### src/rtl/cfe_defs.vh
// register map, field positions, codes and reset values of the adc front end control block
// assumes a 32-bit axi4-lite register bus with byte addresses below 8'h40
`ifndef CFE_DEFS_VH
`define CFE_DEFS_VH

// ----------------------------------------------------------------
// register byte offsets
// ----------------------------------------------------------------
`define CFE_OFF_PRIM_CTRL   8'h00
`define CFE_OFF_AUX_CTRL    8'h04
`define CFE_OFF_CUR_CTRL    8'h08
`define CFE_OFF_MODE        8'h0c
`define CFE_OFF_STATUS      8'h10
`define CFE_OFF_IRQ_MASK    8'h14
`define CFE_OFF_PRIM_DATA   8'h18
`define CFE_OFF_AUX_DATA    8'h1c
`define CFE_OFF_PRIM_OFS    8'h20
`define CFE_OFF_PRIM_GAIN   8'h24
`define CFE_OFF_AUX_OFS     8'h28
`define CFE_OFF_AUX_GAIN    8'h2c

// ----------------------------------------------------------------
// field positions
// ----------------------------------------------------------------
`define CFE_CTL_RANGE_LSB   0
`define CFE_CTL_RANGE_MSB   2
`define CFE_CTL_UNI_BIT     3
`define CFE_CTL_XREF_BIT    4
`define CFE_CUR_BURN_BIT    0
`define CFE_CUR_EXC_LSB     1
`define CFE_CUR_EXC_MSB     2
`define CFE_MODE_LSB        0
`define CFE_MODE_MSB        2
`define CFE_MODE_PEN_BIT    4
`define CFE_MODE_AEN_BIT    5
`define CFE_ST_PRIMARY_CONV_READY_BIT     0
`define CFE_ST_AUX_CONV_READY_BIT     1
`define CFE_ST_PRIMARY_CAL_ERROR_BIT     2
`define CFE_ST_AUX_CAL_ERROR_BIT     3
`define CFE_ST_NOREF_BIT    4

// ----------------------------------------------------------------
// codes
// ----------------------------------------------------------------
`define CFE_MD_IDLE         3'h0
`define CFE_EXC_OFF         2'h0
`define CFE_EXC_SPLIT       2'h1
`define CFE_EXC_BOTH_ONE    2'h2
`define CFE_EXC_BOTH_TWO    2'h3
`define CFE_AXI_OKAY        2'h0
`define CFE_AXI_SLVERR      2'h2

// ----------------------------------------------------------------
// full scale figures in microvolts and reset values
// ----------------------------------------------------------------
`define CFE_FS_MIN_UV       22'h004e20
`define CFE_EXT_REF_UV      22'h2625a0
`define CFE_INT_REF_UV      22'h1312d0
`define CFE_CTRL_RST        8'h00
`define CFE_CUR_RST         3'h0
`define CFE_PRIM_OFS_RST    24'h800000
`define CFE_PRIM_GAIN_RST   24'h555555
`define CFE_AUX_OFS_RST     16'h8000
`define CFE_AUX_GAIN_RST    16'h5555

`endif

### src/rtl/cfe_code_format.v
// output code formatter for one converter: offset binary, straight binary, or forced all ones
// assumes the filter hands a two's complement word where +/- full scale spans the whole width
`timescale 1ns/1ps

module cfe_code_format #(
	parameter W = 24
) (
	// filter word and settings
	input  wire [W-1:0] raw_word,
	input  wire         unipolar,
	input  wire         force_ones,
	// formatted result
	output reg  [W-1:0] code
);

	always @* begin
		if (force_ones) begin
			code = {W{1'b1}};
		end else if (!unipolar) begin
			// offset binary: -fs all zeros, zero 100..0, +fs all ones
			code = {~raw_word[W-1], raw_word[W-2:0]};
		end else if (raw_word[W-1]) begin
			// below zero cannot be shown in straight binary, so clamp
			code = {W{1'b0}};
		end else begin
			// the low fill bit makes +fs reach all ones while midscale stays 100..0
			code = {raw_word[W-2:0], &raw_word[W-2:0]};
		end
	end

endmodule // cfe_code_format

### src/rtl/cfe_front_end_ctrl.v
// control and status of the primary and auxiliary converter front ends, with an axi4-lite slave
// assumes the filter supplies sample and calibration pulses on aclk, detector pins are asynchronous
`timescale 1ns/1ps
`include "cfe_defs.vh"

module cfe_front_end_ctrl #(
	parameter PW = 24,
	parameter AW = 16
) (
	// clock and reset
	input  wire          aclk,
	input  wire          aresetn,
	// axi4-lite slave
	input  wire [7:0]    s_axi_awaddr,
	input  wire          s_axi_awvalid,
	output wire          s_axi_awready,
	input  wire [31:0]   s_axi_wdata,
	input  wire [3:0]    s_axi_wstrb,
	input  wire          s_axi_wvalid,
	output wire          s_axi_wready,
	output wire [1:0]    s_axi_bresp,
	output wire          s_axi_bvalid,
	input  wire          s_axi_bready,
	input  wire [7:0]    s_axi_araddr,
	input  wire          s_axi_arvalid,
	output wire          s_axi_arready,
	output wire [31:0]   s_axi_rdata,
	output wire [1:0]    s_axi_rresp,
	output wire          s_axi_rvalid,
	input  wire          s_axi_rready,
	// reference detector pins
	input  wire          ref_diff_low,
	input  wire          ref_pos_open,
	input  wire          ref_neg_open,
	// filter and calibration engine
	input  wire          prim_sample_valid,
	input  wire [PW-1:0] prim_sample,
	input  wire          aux_sample_valid,
	input  wire [AW-1:0] aux_sample,
	input  wire          prim_cal_done,
	input  wire [PW-1:0] prim_cal_value,
	input  wire          aux_cal_done,
	input  wire [AW-1:0] aux_cal_value,
	// analog front end settings
	output wire [2:0]    prim_range_code,
	output wire [21:0]   prim_fs_uv,
	output wire          prim_unipolar,
	output wire          prim_ext_ref_select,
	output wire [21:0]   aux_fs_uv,
	output wire          aux_unipolar,
	output wire          aux_ext_ref_select,
	output wire          burnout_enable,
	output wire [1:0]    excitation_out_one,
	output wire [1:0]    excitation_out_two,
	output wire [2:0]    conv_mode_field,
	output wire          prim_conv_enable,
	output wire          aux_conv_enable,
	output wire [PW-1:0] prim_offset_coef,
	output wire [PW-1:0] prim_gain_coef,
	output wire [AW-1:0] aux_offset_coef,
	output wire [AW-1:0] aux_gain_coef,
	// status
	output wire          reference_missing_flag,
	output wire          irq
);

	// ----------------------------------------------------------------
	// helpers
	// ----------------------------------------------------------------
	function [31:0] merge_strb;
		input [31:0] old_v;
		input [31:0] new_v;
		input [3:0]  strb;
		integer i;
		begin
			for (i = 0; i < 4; i = i + 1) begin
				merge_strb[i*8 +: 8] = strb[i] ? new_v[i*8 +: 8] : old_v[i*8 +: 8];
			end
		end
	endfunction

	function is_mapped;
		input [7:0] a;
		begin
			is_mapped = (a[1:0] == 2'h0) && (a <= `CFE_OFF_AUX_GAIN);
		end
	endfunction

	// ----------------------------------------------------------------
	// state
	// ----------------------------------------------------------------
	reg          awready_ff, wready_ff, bvalid_ff, arready_ff, rvalid_ff;
	reg          aw_held_ff, w_held_ff;
	reg [7:0]    aw_addr_ff;
	reg [31:0]   w_data_ff;
	reg [3:0]    w_strb_ff;
	reg [1:0]    bresp_ff, rresp_ff;
	reg [31:0]   rdata_ff;
	reg [7:0]    prim_ctrl_ff, aux_ctrl_ff;
	reg [2:0]    cur_ctrl_ff;
	reg [2:0]    mode_ff;
	reg          pen_ff, aen_ff;
	reg [3:0]    stat_ff, mask_ff;
	reg [PW-1:0] prim_data_ff, prim_ofs_ff, prim_gain_ff;
	reg [AW-1:0] aux_data_ff, aux_ofs_ff, aux_gain_ff;
	reg          prim_pend_ff, aux_pend_ff, prim_bad_ff, aux_bad_ff;
	reg [2:0]    det_s1_ff, det_s2_ff, det_s3_ff, det_ff;
	reg          noref_ff, irq_ff;
	reg [21:0]   prim_fs_ff, aux_fs_ff;
	reg [1:0]    exc_one_ff, exc_two_ff;
	reg [31:0]   nxt_rdata;

	wire          do_write = aw_held_ff & w_held_ff & ~bvalid_ff;
	wire          cal_mode = mode_ff[2];
	wire          wr_ok    = is_mapped(aw_addr_ff);
	wire [PW-1:0] prim_code;
	wire [AW-1:0] aux_code;

	// ----------------------------------------------------------------
	// reference detector: three stage sync, a bit moves once stages two and three agree
	// ----------------------------------------------------------------
	always @(posedge aclk) begin
		if (!aresetn) begin
			det_s1_ff <= 3'h0;
			det_s2_ff <= 3'h0;
			det_s3_ff <= 3'h0;
			det_ff    <= 3'h0;
			noref_ff  <= 1'b0;
		end else begin
			det_s1_ff <= {ref_neg_open, ref_pos_open, ref_diff_low};
			det_s2_ff <= det_s1_ff;
			det_s3_ff <= det_s2_ff;
			det_ff    <= (det_s2_ff & det_s3_ff) | (det_ff & (det_s2_ff | det_s3_ff));
			noref_ff  <= |det_ff;
		end
	end

	// ----------------------------------------------------------------
	// axi4-lite handshakes
	// ----------------------------------------------------------------
	always @(posedge aclk) begin
		if (!aresetn) begin
			awready_ff <= 1'b1;
			wready_ff  <= 1'b1;
			aw_held_ff <= 1'b0;
			w_held_ff  <= 1'b0;
			aw_addr_ff <= 8'h00;
			w_data_ff  <= 32'h00000000;
			w_strb_ff  <= 4'h0;
			bvalid_ff  <= 1'b0;
			bresp_ff   <= `CFE_AXI_OKAY;
			arready_ff <= 1'b1;
			rvalid_ff  <= 1'b0;
			rresp_ff   <= `CFE_AXI_OKAY;
			rdata_ff   <= 32'h00000000;
		end else begin
			if (s_axi_awvalid && awready_ff) begin
				aw_held_ff <= 1'b1;
				aw_addr_ff <= s_axi_awaddr;
				awready_ff <= 1'b0;
			end
			if (s_axi_wvalid && wready_ff) begin
				w_held_ff <= 1'b1;
				w_data_ff <= s_axi_wdata;
				w_strb_ff <= s_axi_wstrb;
				wready_ff <= 1'b0;
			end
			if (do_write) begin
				aw_held_ff <= 1'b0;
				w_held_ff  <= 1'b0;
				bvalid_ff  <= 1'b1;
				bresp_ff   <= wr_ok ? `CFE_AXI_OKAY : `CFE_AXI_SLVERR;
			end else if (bvalid_ff && s_axi_bready) begin
				// address and data slots reopen only once the response is taken
				bvalid_ff  <= 1'b0;
				awready_ff <= 1'b1;
				wready_ff  <= 1'b1;
			end
			if (s_axi_arvalid && arready_ff) begin
				arready_ff <= 1'b0;
				rvalid_ff  <= 1'b1;
				rdata_ff   <= nxt_rdata;
				rresp_ff   <= is_mapped(s_axi_araddr) ? `CFE_AXI_OKAY : `CFE_AXI_SLVERR;
			end else if (rvalid_ff && s_axi_rready) begin
				rvalid_ff  <= 1'b0;
				arready_ff <= 1'b1;
			end
		end
	end

	always @* begin
		nxt_rdata = 32'h00000000;
		case (s_axi_araddr)
			`CFE_OFF_PRIM_CTRL: nxt_rdata = {24'h000000, prim_ctrl_ff};
			`CFE_OFF_AUX_CTRL:  nxt_rdata = {24'h000000, aux_ctrl_ff};
			`CFE_OFF_CUR_CTRL:  nxt_rdata = {29'h00000000, cur_ctrl_ff};
			`CFE_OFF_MODE:      nxt_rdata = {26'h0000000, aen_ff, pen_ff, 1'b0, mode_ff};
			`CFE_OFF_STATUS:    nxt_rdata = {27'h0000000, noref_ff, stat_ff};
			`CFE_OFF_IRQ_MASK:  nxt_rdata = {28'h0000000, mask_ff};
			`CFE_OFF_PRIM_DATA: nxt_rdata = {{(32-PW){1'b0}}, prim_data_ff};
			`CFE_OFF_AUX_DATA:  nxt_rdata = {{(32-AW){1'b0}}, aux_data_ff};
			`CFE_OFF_PRIM_OFS:  nxt_rdata = {{(32-PW){1'b0}}, prim_ofs_ff};
			`CFE_OFF_PRIM_GAIN: nxt_rdata = {{(32-PW){1'b0}}, prim_gain_ff};
			`CFE_OFF_AUX_OFS:   nxt_rdata = {{(32-AW){1'b0}}, aux_ofs_ff};
			`CFE_OFF_AUX_GAIN:  nxt_rdata = {{(32-AW){1'b0}}, aux_gain_ff};
			default:            nxt_rdata = 32'h00000000;
		endcase
	end

	// ----------------------------------------------------------------
	// result coding
	// ----------------------------------------------------------------
	cfe_code_format #(.W(PW)) u_prim_fmt (
		.raw_word   (prim_sample),
		.unipolar   (prim_ctrl_ff[`CFE_CTL_UNI_BIT]),
		.force_ones (noref_ff),
		.code       (prim_code)
	);

	cfe_code_format #(.W(AW)) u_aux_fmt (
		.raw_word   (aux_sample),
		.unipolar   (aux_ctrl_ff[`CFE_CTL_UNI_BIT]),
		.force_ones (noref_ff),
		.code       (aux_code)
	);

	// ----------------------------------------------------------------
	// registers, calibration and status
	// ----------------------------------------------------------------
	wire [31:0] wv        = w_data_ff;
	wire        wr_mode   = do_write && (aw_addr_ff == `CFE_OFF_MODE) && w_strb_ff[0];
	wire        coef_open = (mode_ff == `CFE_MD_IDLE);
	wire        prim_cal  = cal_mode & prim_pend_ff;
	wire        aux_cal   = cal_mode & aux_pend_ff;
	wire        prim_fin  = prim_cal & prim_cal_done;
	wire        aux_fin   = aux_cal & aux_cal_done;
	wire        prim_fail = prim_bad_ff | noref_ff;
	wire        aux_fail  = aux_bad_ff | noref_ff;
	wire [3:0]  st_set    = {aux_fin & aux_fail, prim_fin & prim_fail,
	                         aux_fin | (aux_sample_valid & aen_ff & ~cal_mode),
	                         prim_fin | (prim_sample_valid & pen_ff & ~cal_mode)};
	wire [3:0]  st_clr    = (do_write && aw_addr_ff == `CFE_OFF_STATUS && w_strb_ff[0]) ? wv[3:0] : 4'h0;
	wire        prim_pend_nxt = prim_pend_ff & ~prim_fin;
	wire        aux_pend_nxt  = aux_pend_ff & ~aux_fin;
	wire [31:0] wm_pctl  = merge_strb({24'h000000, prim_ctrl_ff}, wv, w_strb_ff);
	wire [31:0] wm_actl  = merge_strb({24'h000000, aux_ctrl_ff}, wv, w_strb_ff);
	wire [31:0] wm_pofs  = merge_strb({{(32-PW){1'b0}}, prim_ofs_ff}, wv, w_strb_ff);
	wire [31:0] wm_pgain = merge_strb({{(32-PW){1'b0}}, prim_gain_ff}, wv, w_strb_ff);
	wire [31:0] wm_aofs  = merge_strb({{(32-AW){1'b0}}, aux_ofs_ff}, wv, w_strb_ff);
	wire [31:0] wm_again = merge_strb({{(32-AW){1'b0}}, aux_gain_ff}, wv, w_strb_ff);

	always @(posedge aclk) begin
		if (!aresetn) begin
			prim_ctrl_ff <= `CFE_CTRL_RST;
			aux_ctrl_ff  <= `CFE_CTRL_RST;
			cur_ctrl_ff  <= `CFE_CUR_RST;
			mode_ff      <= `CFE_MD_IDLE;
			pen_ff       <= 1'b0;
			aen_ff       <= 1'b0;
			stat_ff      <= 4'h0;
			mask_ff      <= 4'h0;
			prim_data_ff <= {PW{1'b0}};
			aux_data_ff  <= {AW{1'b0}};
			prim_ofs_ff  <= `CFE_PRIM_OFS_RST;
			prim_gain_ff <= `CFE_PRIM_GAIN_RST;
			aux_ofs_ff   <= `CFE_AUX_OFS_RST;
			aux_gain_ff  <= `CFE_AUX_GAIN_RST;
			prim_pend_ff <= 1'b0;
			aux_pend_ff  <= 1'b0;
			prim_bad_ff  <= 1'b0;
			aux_bad_ff   <= 1'b0;
			irq_ff       <= 1'b0;
		end else begin
			if (do_write && w_strb_ff[0]) begin
				case (aw_addr_ff)
					`CFE_OFF_PRIM_CTRL: prim_ctrl_ff <= wm_pctl[7:0] & 8'h1f;
					`CFE_OFF_AUX_CTRL:  aux_ctrl_ff  <= wm_actl[7:0] & 8'h18;
					`CFE_OFF_CUR_CTRL:  cur_ctrl_ff  <= wv[2:0];
					`CFE_OFF_IRQ_MASK:  mask_ff      <= wv[3:0];
					default: ;
				endcase
			end
			// coefficient writes from software only while the mode field is idle
			if (do_write && coef_open) begin
				case (aw_addr_ff)
					`CFE_OFF_PRIM_OFS:  prim_ofs_ff  <= wm_pofs[PW-1:0];
					`CFE_OFF_PRIM_GAIN: prim_gain_ff <= wm_pgain[PW-1:0];
					`CFE_OFF_AUX_OFS:   aux_ofs_ff   <= wm_aofs[AW-1:0];
					`CFE_OFF_AUX_GAIN:  aux_gain_ff  <= wm_again[AW-1:0];
					default: ;
				endcase
			end
			// a mode write restarts calibration tracking from a clean slate
			if (wr_mode) begin
				mode_ff      <= wv[`CFE_MODE_MSB:`CFE_MODE_LSB];
				pen_ff       <= wv[`CFE_MODE_PEN_BIT];
				aen_ff       <= wv[`CFE_MODE_AEN_BIT];
				prim_pend_ff <= wv[2] & wv[`CFE_MODE_PEN_BIT];
				aux_pend_ff  <= wv[2] & wv[`CFE_MODE_AEN_BIT];
				prim_bad_ff  <= 1'b0;
				aux_bad_ff   <= 1'b0;
			end else begin
				prim_pend_ff <= prim_pend_nxt;
				aux_pend_ff  <= aux_pend_nxt;
				prim_bad_ff  <= prim_bad_ff | (prim_cal & noref_ff);
				aux_bad_ff   <= aux_bad_ff | (aux_cal & noref_ff);
				if (cal_mode && !prim_pend_nxt && !aux_pend_nxt) begin
					mode_ff <= `CFE_MD_IDLE;
				end
			end
			// mode bit 0 clear means a zero-scale point, set means full scale
			if (prim_fin && !prim_fail) begin
				if (mode_ff[0]) begin
					prim_gain_ff <= prim_cal_value;
				end else begin
					prim_ofs_ff <= prim_cal_value;
				end
			end
			if (aux_fin && !aux_fail) begin
				if (mode_ff[0]) begin
					aux_gain_ff <= aux_cal_value;
				end else begin
					aux_ofs_ff <= aux_cal_value;
				end
			end
			if (prim_sample_valid && pen_ff && !cal_mode) begin
				prim_data_ff <= prim_code;
			end
			if (aux_sample_valid && aen_ff && !cal_mode) begin
				aux_data_ff <= aux_code;
			end
			// set wins over a same-cycle write-one-to-clear
			stat_ff <= (stat_ff & ~st_clr) | st_set;
			irq_ff  <= |(((stat_ff & ~st_clr) | st_set) & mask_ff);
		end
	end

	// ----------------------------------------------------------------
	// analog settings
	// ----------------------------------------------------------------
	always @(posedge aclk) begin
		if (!aresetn) begin
			prim_fs_ff <= 22'h000000;
			aux_fs_ff  <= 22'h000000;
			exc_one_ff <= 2'h0;
			exc_two_ff <= 2'h0;
		end else begin
			prim_fs_ff <= (`CFE_FS_MIN_UV << prim_ctrl_ff[`CFE_CTL_RANGE_MSB:`CFE_CTL_RANGE_LSB])
			              >> (prim_ctrl_ff[`CFE_CTL_XREF_BIT] ? 1'b0 : 1'b1);
			aux_fs_ff  <= aux_ctrl_ff[`CFE_CTL_XREF_BIT] ? `CFE_EXT_REF_UV : `CFE_INT_REF_UV;
			case (cur_ctrl_ff[`CFE_CUR_EXC_MSB:`CFE_CUR_EXC_LSB])
				`CFE_EXC_SPLIT: begin
					exc_one_ff <= 2'h1;
					exc_two_ff <= 2'h1;
				end
				`CFE_EXC_BOTH_ONE: begin
					exc_one_ff <= 2'h2;
					exc_two_ff <= 2'h0;
				end
				`CFE_EXC_BOTH_TWO: begin
					exc_one_ff <= 2'h0;
					exc_two_ff <= 2'h2;
				end
				default: begin
					exc_one_ff <= 2'h0;
					exc_two_ff <= 2'h0;
				end
			endcase
		end
	end

	// ----------------------------------------------------------------
	// outputs
	// ----------------------------------------------------------------
	assign s_axi_awready          = awready_ff;
	assign s_axi_wready           = wready_ff;
	assign s_axi_bresp            = bresp_ff;
	assign s_axi_bvalid           = bvalid_ff;
	assign s_axi_arready          = arready_ff;
	assign s_axi_rdata            = rdata_ff;
	assign s_axi_rresp            = rresp_ff;
	assign s_axi_rvalid           = rvalid_ff;
	assign prim_range_code        = prim_ctrl_ff[`CFE_CTL_RANGE_MSB:`CFE_CTL_RANGE_LSB];
	assign prim_fs_uv             = prim_fs_ff;
	assign prim_unipolar          = prim_ctrl_ff[`CFE_CTL_UNI_BIT];
	assign prim_ext_ref_select    = prim_ctrl_ff[`CFE_CTL_XREF_BIT];
	assign aux_fs_uv              = aux_fs_ff;
	assign aux_unipolar           = aux_ctrl_ff[`CFE_CTL_UNI_BIT];
	assign aux_ext_ref_select     = aux_ctrl_ff[`CFE_CTL_XREF_BIT];
	assign burnout_enable         = cur_ctrl_ff[`CFE_CUR_BURN_BIT];
	assign excitation_out_one     = exc_one_ff;
	assign excitation_out_two     = exc_two_ff;
	assign conv_mode_field        = mode_ff;
	assign prim_conv_enable       = pen_ff;
	assign aux_conv_enable        = aen_ff;
	assign prim_offset_coef       = prim_ofs_ff;
	assign prim_gain_coef         = prim_gain_ff;
	assign aux_offset_coef        = aux_ofs_ff;
	assign aux_gain_coef          = aux_gain_ff;
	assign reference_missing_flag = noref_ff;
	assign irq                    = irq_ff;

endmodule // cfe_front_end_ctrl
### config.mk
export PLATFORM = sky130hd
export DESIGN_NAME = cfe_front_end_ctrl
export DESIGN_NICKNAME = d
export VERILOG_FILES = /design/src/rtl/cfe_code_format.v /design/src/rtl/cfe_front_end_ctrl.v
export VERILOG_INCLUDE_DIRS = /design/src /design/src/rtl
export SDC_FILE = /design/constraint.sdc
export NUM_CORES = 1
export LEC_CHECK = 0
export BUFFER_PORTS_ARGS = -buffer_cell sky130_fd_sc_hd__buf_2
export CORE_MARGIN = 2
export CORE_UTILIZATION = 57
export CTS_CLUSTER_SIZE = 20
export DETAILED_ROUTE_END_ITERATION = 16
export PLACE_DENSITY = 0.86
export SYNTH_ARGS = -nofsm -noshare
export SYNTH_HDL_FRONTEND = slang
export SYNTH_SLANG_ARGS = --single-unit
### constraint.sdc
create_clock -name aclk -period 3.15 [get_ports aclk]
set_clock_uncertainty 0.05 [all_clocks]
set_input_delay 0.7875 -clock aclk [delete_from_list [all_inputs] [get_ports aclk]]
set_output_delay 0.7875 -clock aclk [all_outputs]
set_load 0.02 [all_outputs]
Yosys cells after proc, flatten, opt, wreduce, memory -nomap -nowiden:

Cells that the tools add are included.

* order comparisons: 2
* eq/ne operators: 23
* shifts and indexed selects: 2
* multiplexer cells: 56
* bitwise gates (word level): 39
* reduce and logical (&&, ||, !) cells: 44

Operators with widths (count)
* one-hot mux 24 bit (12 select lines): 1
* 2-to-1 mux 24 bit: 11
* 2-to-1 mux 16 bit: 11
* 2-to-1 mux 8 bit: 10
* == test 8 x 6 -> 1 bit (second input constant): 8
* == test 8 x 5 -> 1 bit (second input constant): 6
* == test 8 x 4 -> 1 bit (second input constant): 4
* AND reduction 23 bit: 1
* 2-to-1 mux 22 bit: 1
* << shifter 15 x 3 -> 22 bit (first input constant): 1
* right shift 22 x 1 -> 22 bit: 1
* logical AND 1 bit: 21
* bitwise AND 1 bit: 18
* == test 8 x 3 -> 1 bit (second input constant): 2
* <= comparator 8 x 6 -> 1 bit (second input constant): 2
* logical NOT 8 bit: 2
* 2-to-1 mux 1 bit: 15
* AND reduction 15 bit: 1
* bitwise AND 4 bit: 2
* one-hot mux 2 bit (2 select lines): 2
* inverter 1 bit: 7
* bitwise AND 3 bit: 2
* 2-to-1 mux 3 bit: 2
* bitwise OR 1 bit: 6
* 16 further kinds: 29

* register bits: 287
* bits of input ports: 146
* word-level logic and storage cells: 207

Logic depth before layout (Yosys ltp):

* word-level depth: 10
* gate-level depth with buffers: 7
* gate-level depth less buffers: 6

By module:

Synthesis repeated with hierarchy kept, for this count alone.

* cell total of the unflattened synthesis: 1471
* area, all modules: 12405.6 um^2

By module, submodules not included
* cfe_front_end_ctrl: instances 1, cells each 1392, area an instance 11825.1 um^2, seq. area each 5084.9 um^2
* cfe_code_format (u_prim_fmt): instances 1, cells each 45, area an instance 350.3 um^2, seq. area each 0.0 um^2
* cfe_code_format (u_aux_fmt): instances 1, cells each 34, area an instance 230.2 um^2, seq. area each 0.0 um^2

Worst setup path after synthesis:

Ideal clock, no wire load.

* path kind: input port to flip-flop
* start: input s_axi_araddr[3]
* end: register rdata_ff[3], in the netlist s_axi_rdata[3]
* setup time: 0.095 ns
* arrival: 2.047 ns
* required time: 3.005 ns
* slack: 0.958 ns
* cell stages on the path: 7
* buffers on the path: 2
* cell sequence: buf_2 -> nor4b_2 -> buf_2 -> nand3_1 -> o21ai_0 -> a21oi_1 -> a221oi_1

* word-level cells in the longest chain between the ends: 2
* elaborated cells on any way between the ends: 13
* classes of those cells: 11 x eq/ne; 1 x mux; 1 x reduce/logical

Ends and longest elaborated chain
* from (decl): RTL line cfe_front_end_ctrl.v:24 `input wire [7:0] s_axi_araddr,`
* == test 8 x 6 -> 1 bit, or another cell as far along: RTL line cfe_front_end_ctrl.v:193 `case (s_axi_araddr)`
* one-hot mux 24 bit (12 select lines) (*): RTL line cfe_front_end_ctrl.v:193
* to (signal assigned): RTL line cfe_front_end_ctrl.v:182 `rdata_ff <= nxt_rdata;`
* to (decl): RTL line cfe_front_end_ctrl.v:98 `reg [31:0] rdata_ff;`

Every way passes the cells marked *; elsewhere a longest branch is shown, timed or not.
A chain may end at the register's enable or synchronous reset.

Worst setup path after layout:

* start: register prim_ctrl_ff[2]
* end: output prim_range_code[2]

RTL lines
* from (decl): RTL line cfe_front_end_ctrl.v:99 `reg [7:0] prim_ctrl_ff, aux_ctrl_ff;`
* from (signal assigned): RTL line cfe_front_end_ctrl.v:254 `` prim_ctrl_ff <= `CFE_CTRL_RST; ``
* from (signal assigned): RTL line cfe_front_end_ctrl.v:276 `` `CFE_OFF_PRIM_CTRL: prim_ctrl_ff <= wm_pctl[7:0] & 8'h1f; ``
* to (decl): RTL line cfe_front_end_ctrl.v:45 `output wire [2:0] prim_range_code,`

No word-level cell between the ends.

==> reports/metrics.csv <==
metric,value,unit
outcome,"finished, final reports clean",
grt ovf,0,
CTS HTree Levels,1,
CTS tree,yes,
Crit Path Class,reg -> out,
"CP delay by family, top",flip-flops,
clk slew on worst S/H paths,0.06,ns
initial antenna violation count,3,
largest net degree at the start of global routing,121,
top_reg_cell synth,dfxtp_1,
fillcell total,1623,
DIE AREA,0.0215,sq mm
Synth Warn #,0,
synthesized area,0.0116,sq mm
number of global-route vias before repair,10500,
Final min period,2.39,ns
post-synthesis sequential area ratio,43.8,%
IO Count,330,
root buf cell,clkbuf_16,
Syn Area/Cell,8.50,sq um
Max-Slew Margin vs Limit,38.8,%
Routed Antenna Nets,0,
Critical Path Start Type,flop,
first-pass GRT wire length,59900,um
post-DP HPWL,29200,um
Worst path max stage delay,0.72,ns
Sink Count,254,
Post-synth ARST share,0,%
area share of the largest cell type after synthesis,43.8,%
number of max-cap violations,0,
DR pass1 iterations,6,
hold buffer count at cts,0,
Nets,1767,
buffers and inverters on the worst path,1,
ratio of cells with drive above 1 in the final layout,24.7,%
"Req. time, crit path",2.31,ns
total CTS buffers,27,
busiest grt layer,met2,
CP arrival,1.55,ns
post-synthesis cell type count,63,
initial core utilization,57.7,%
Lkg Pwr,6.39,nW
grt met1 use,46.7,%
final instance area,0.0141,sq mm
power per cell area,500,mW/mm^2
drt drc,0,
Post-synth EDFFs,0,
CTS Buffer Depth,3,
FF+latch area,0.00508,sq mm
Crit. End Element,output port,
met2 usage,57.5,%
Placed Area,0.0131,sq mm
clk_lat worst skew,0.54,ns
vias,11700,
post-synth top area cell,dfxtp_1,
PortBufs,298,
Die Height,147,um
Post-Route WL,39800,um
# rows,52,
Layout area overhead,21.2,%
Tcrit/Tclk final,75.9,%
Peak supply drop,400,uV
postcts setup bufs,0,
Tot GR Track Use,35.2,%
Setup-failing EPs final,0,
critical path cell sequence,buf_2,
post-CTS sizing,0,
min-delay worst type,reg -> reg,
Yosys reg bits,254,
Avg WL per Cell,20.9,um
Setup TNS,0,ns
worst-margin pin slew,0.917,ns
critical-path maximum fanout,16,
fmax,0.418,GHz
"slowest stage cell, crit path",dfxtp_1,
Synth area leaders,"dfxtp_1 44%, mux2i_1 9.1%, a21oi_1 7.4%",
Multi-input gate area,0.00591,sq mm
CORE AREA,0.0201,sq mm
Placer Congestion,0.979,
Fin. Hold Viols,0,
Vias/cell,6.12,
cells after synthesis,1364,
RSZ-0062 raised after global routing,false,
GR Layer Usage met3,7.41,%
Die W,147,um
"Slew Viols, Final",0,
Initial DRC Count,1247,
## metrics by stage
step	hold WS, ns	total power, W	cells	setup WS (ns)	util (%)
floorplan	0.362	0.00363	1385	0.958	-
global placement	0.368	0.00383	1854	0.644	65.4
detailed placement	0.377	0.00384	1854	0.611	65.4
CTS	0.391	0.00702	1904	0.821	69.9
global route	0.412	0.00720	1905	0.678	69.9
finish	0.390	0.00703	1905	0.758	69.9
## worst paths after layout
path | endpoint | cells after the start | slack, ns | from
setup / recovery | prim_range_code[2] | 1 | 0.76 | prim_ctrl_ff[2]$_SDFFE_PN0P_
hold / removal | det_s2_ff[2]$_SDFF_PN0_ | 1 | 0.39 | det_s1_ff[2]$_SDFF_PN0_
setup reg to reg | aux_gain_coef[12]$_SDFF_PN1_ | 5 | 0.82 | s_axi_bvalid$_SDFFE_PN0P_
hold reg to reg | det_s2_ff[2]$_SDFF_PN0_ | 1 | 0.39 | det_s1_ff[2]$_SDFF_PN0_
## per-layer routing
layer	wire [um]	up-vias
li1	-	5370
met1	15700	5404
met2	18100	765
met3	4470	119
met4	1490	4
met5	25	-
## layout by cell type, fill, tap and decap left out, types with 5 or more instances in the layout
cell type and n:
clkbuf_1 7, mux2i_1 106, inv_1 14, dfxtp_1 254, nand4_1 8, a22o_1 15
nand3_1 35, a21o_1 8, a222oi_1 5, a221oi_1 36, o22ai_1 8, and3_1 9
nand2_2 6, clkbuf_16 27, clkbuf_8 9, buf_2 298, a22oi_1 25, and2_1 22
nand2b_1 5, buf_4 29, a31oi_1 9, a211oi_1 7, nand2_1 157, nor2_1 93
conb_1 22, ha_1 8, nor3_1 29, a21oi_1 172, mux2_2 6, nor2b_1 6
clkinv_2 5, o21ai_0 132
## report_power, final
part           leakage (nW)  switching [W]  internal, W
sequential             2.06      0.0000571      0.00326
clock                 0.454        0.00129      0.00195
combinational          3.88       0.000308     0.000159
total                  6.39        0.00166      0.00537
## final cells by class
| class | instances | share of cell area [%] |
|---|---|---|
| diodes | 1 | 0.0178 |
| repair buffers | 329 | 12.4 |
| inverters | 16 | 0.436 |
| flip-flops and latches | 254 | 36.2 |
| clock buffers | 43 | 5.87 |
| well taps | 270 | 2.40 |
| clock inverters | 7 | 0.632 |
| multi-input cells | 985 | 42.0 |
## logic make-up after synthesis
kind of cell	share of synthesized area, %
AO/OA/AOI/OAI	22.2
AND/OR/NAND/NOR	17.0
flip-flops	43.8
buffers and inverters	5.94
multiplexers	10.1
adder cells (fa/ha/maj)	0.863
other	0.0323
## Yosys cell counts (3+ instances only)
cell       count
clkbuf_1      82
nand3b_1       4
a32oi_1        3
o2bb2ai_1      3
nor3_1        29
nand4_1        8
nor2b_1        6
and3_1         9
inv_1         15
a22o_1        15
a22oi_1       25
o22ai_1        8
a21o_1         8
mux2i_1      106
buf_2         13
nand2_1      157
a222oi_1       5
dfxtp_1      254
buf_4         33
a221oi_1      36
o21ai_0      132
nand2_4        3
nand2b_1       5
mux2_2         6
nor4_1         4
nor2_1        93
nand2_2        6
a21oi_1      172
nand3_1       35
ha_1           8
a31oi_1        9
a311oi_1       3
nor3b_1        4
a211oi_1       7
and2_1        22
## flip-flops by register name, summed over array words and instances (netlist names), 2 cells and up
register            cells
det_ff                  3
excitation_out_one      2
conv_mode_field         3
aux_gain_coef          16
aux_offset_coef        16
aw_addr_ff              8
s_axi_rdata            24
w_data_ff              24
excitation_out_two      2
prim_data_ff           24
prim_fs_uv             18
aux_data_ff            16
w_strb_ff               3
stat_ff                 4
aux_fs_uv               3
aux_ctrl_ff             2
prim_offset_coef       24
det_s3_ff               3
prim_ctrl_ff            5
det_s1_ff               3
mask_ff                 4
cur_ctrl_ff             3
det_s2_ff               3
prim_gain_coef         24
No activity file was read; power rests on OpenSTA's default activity.
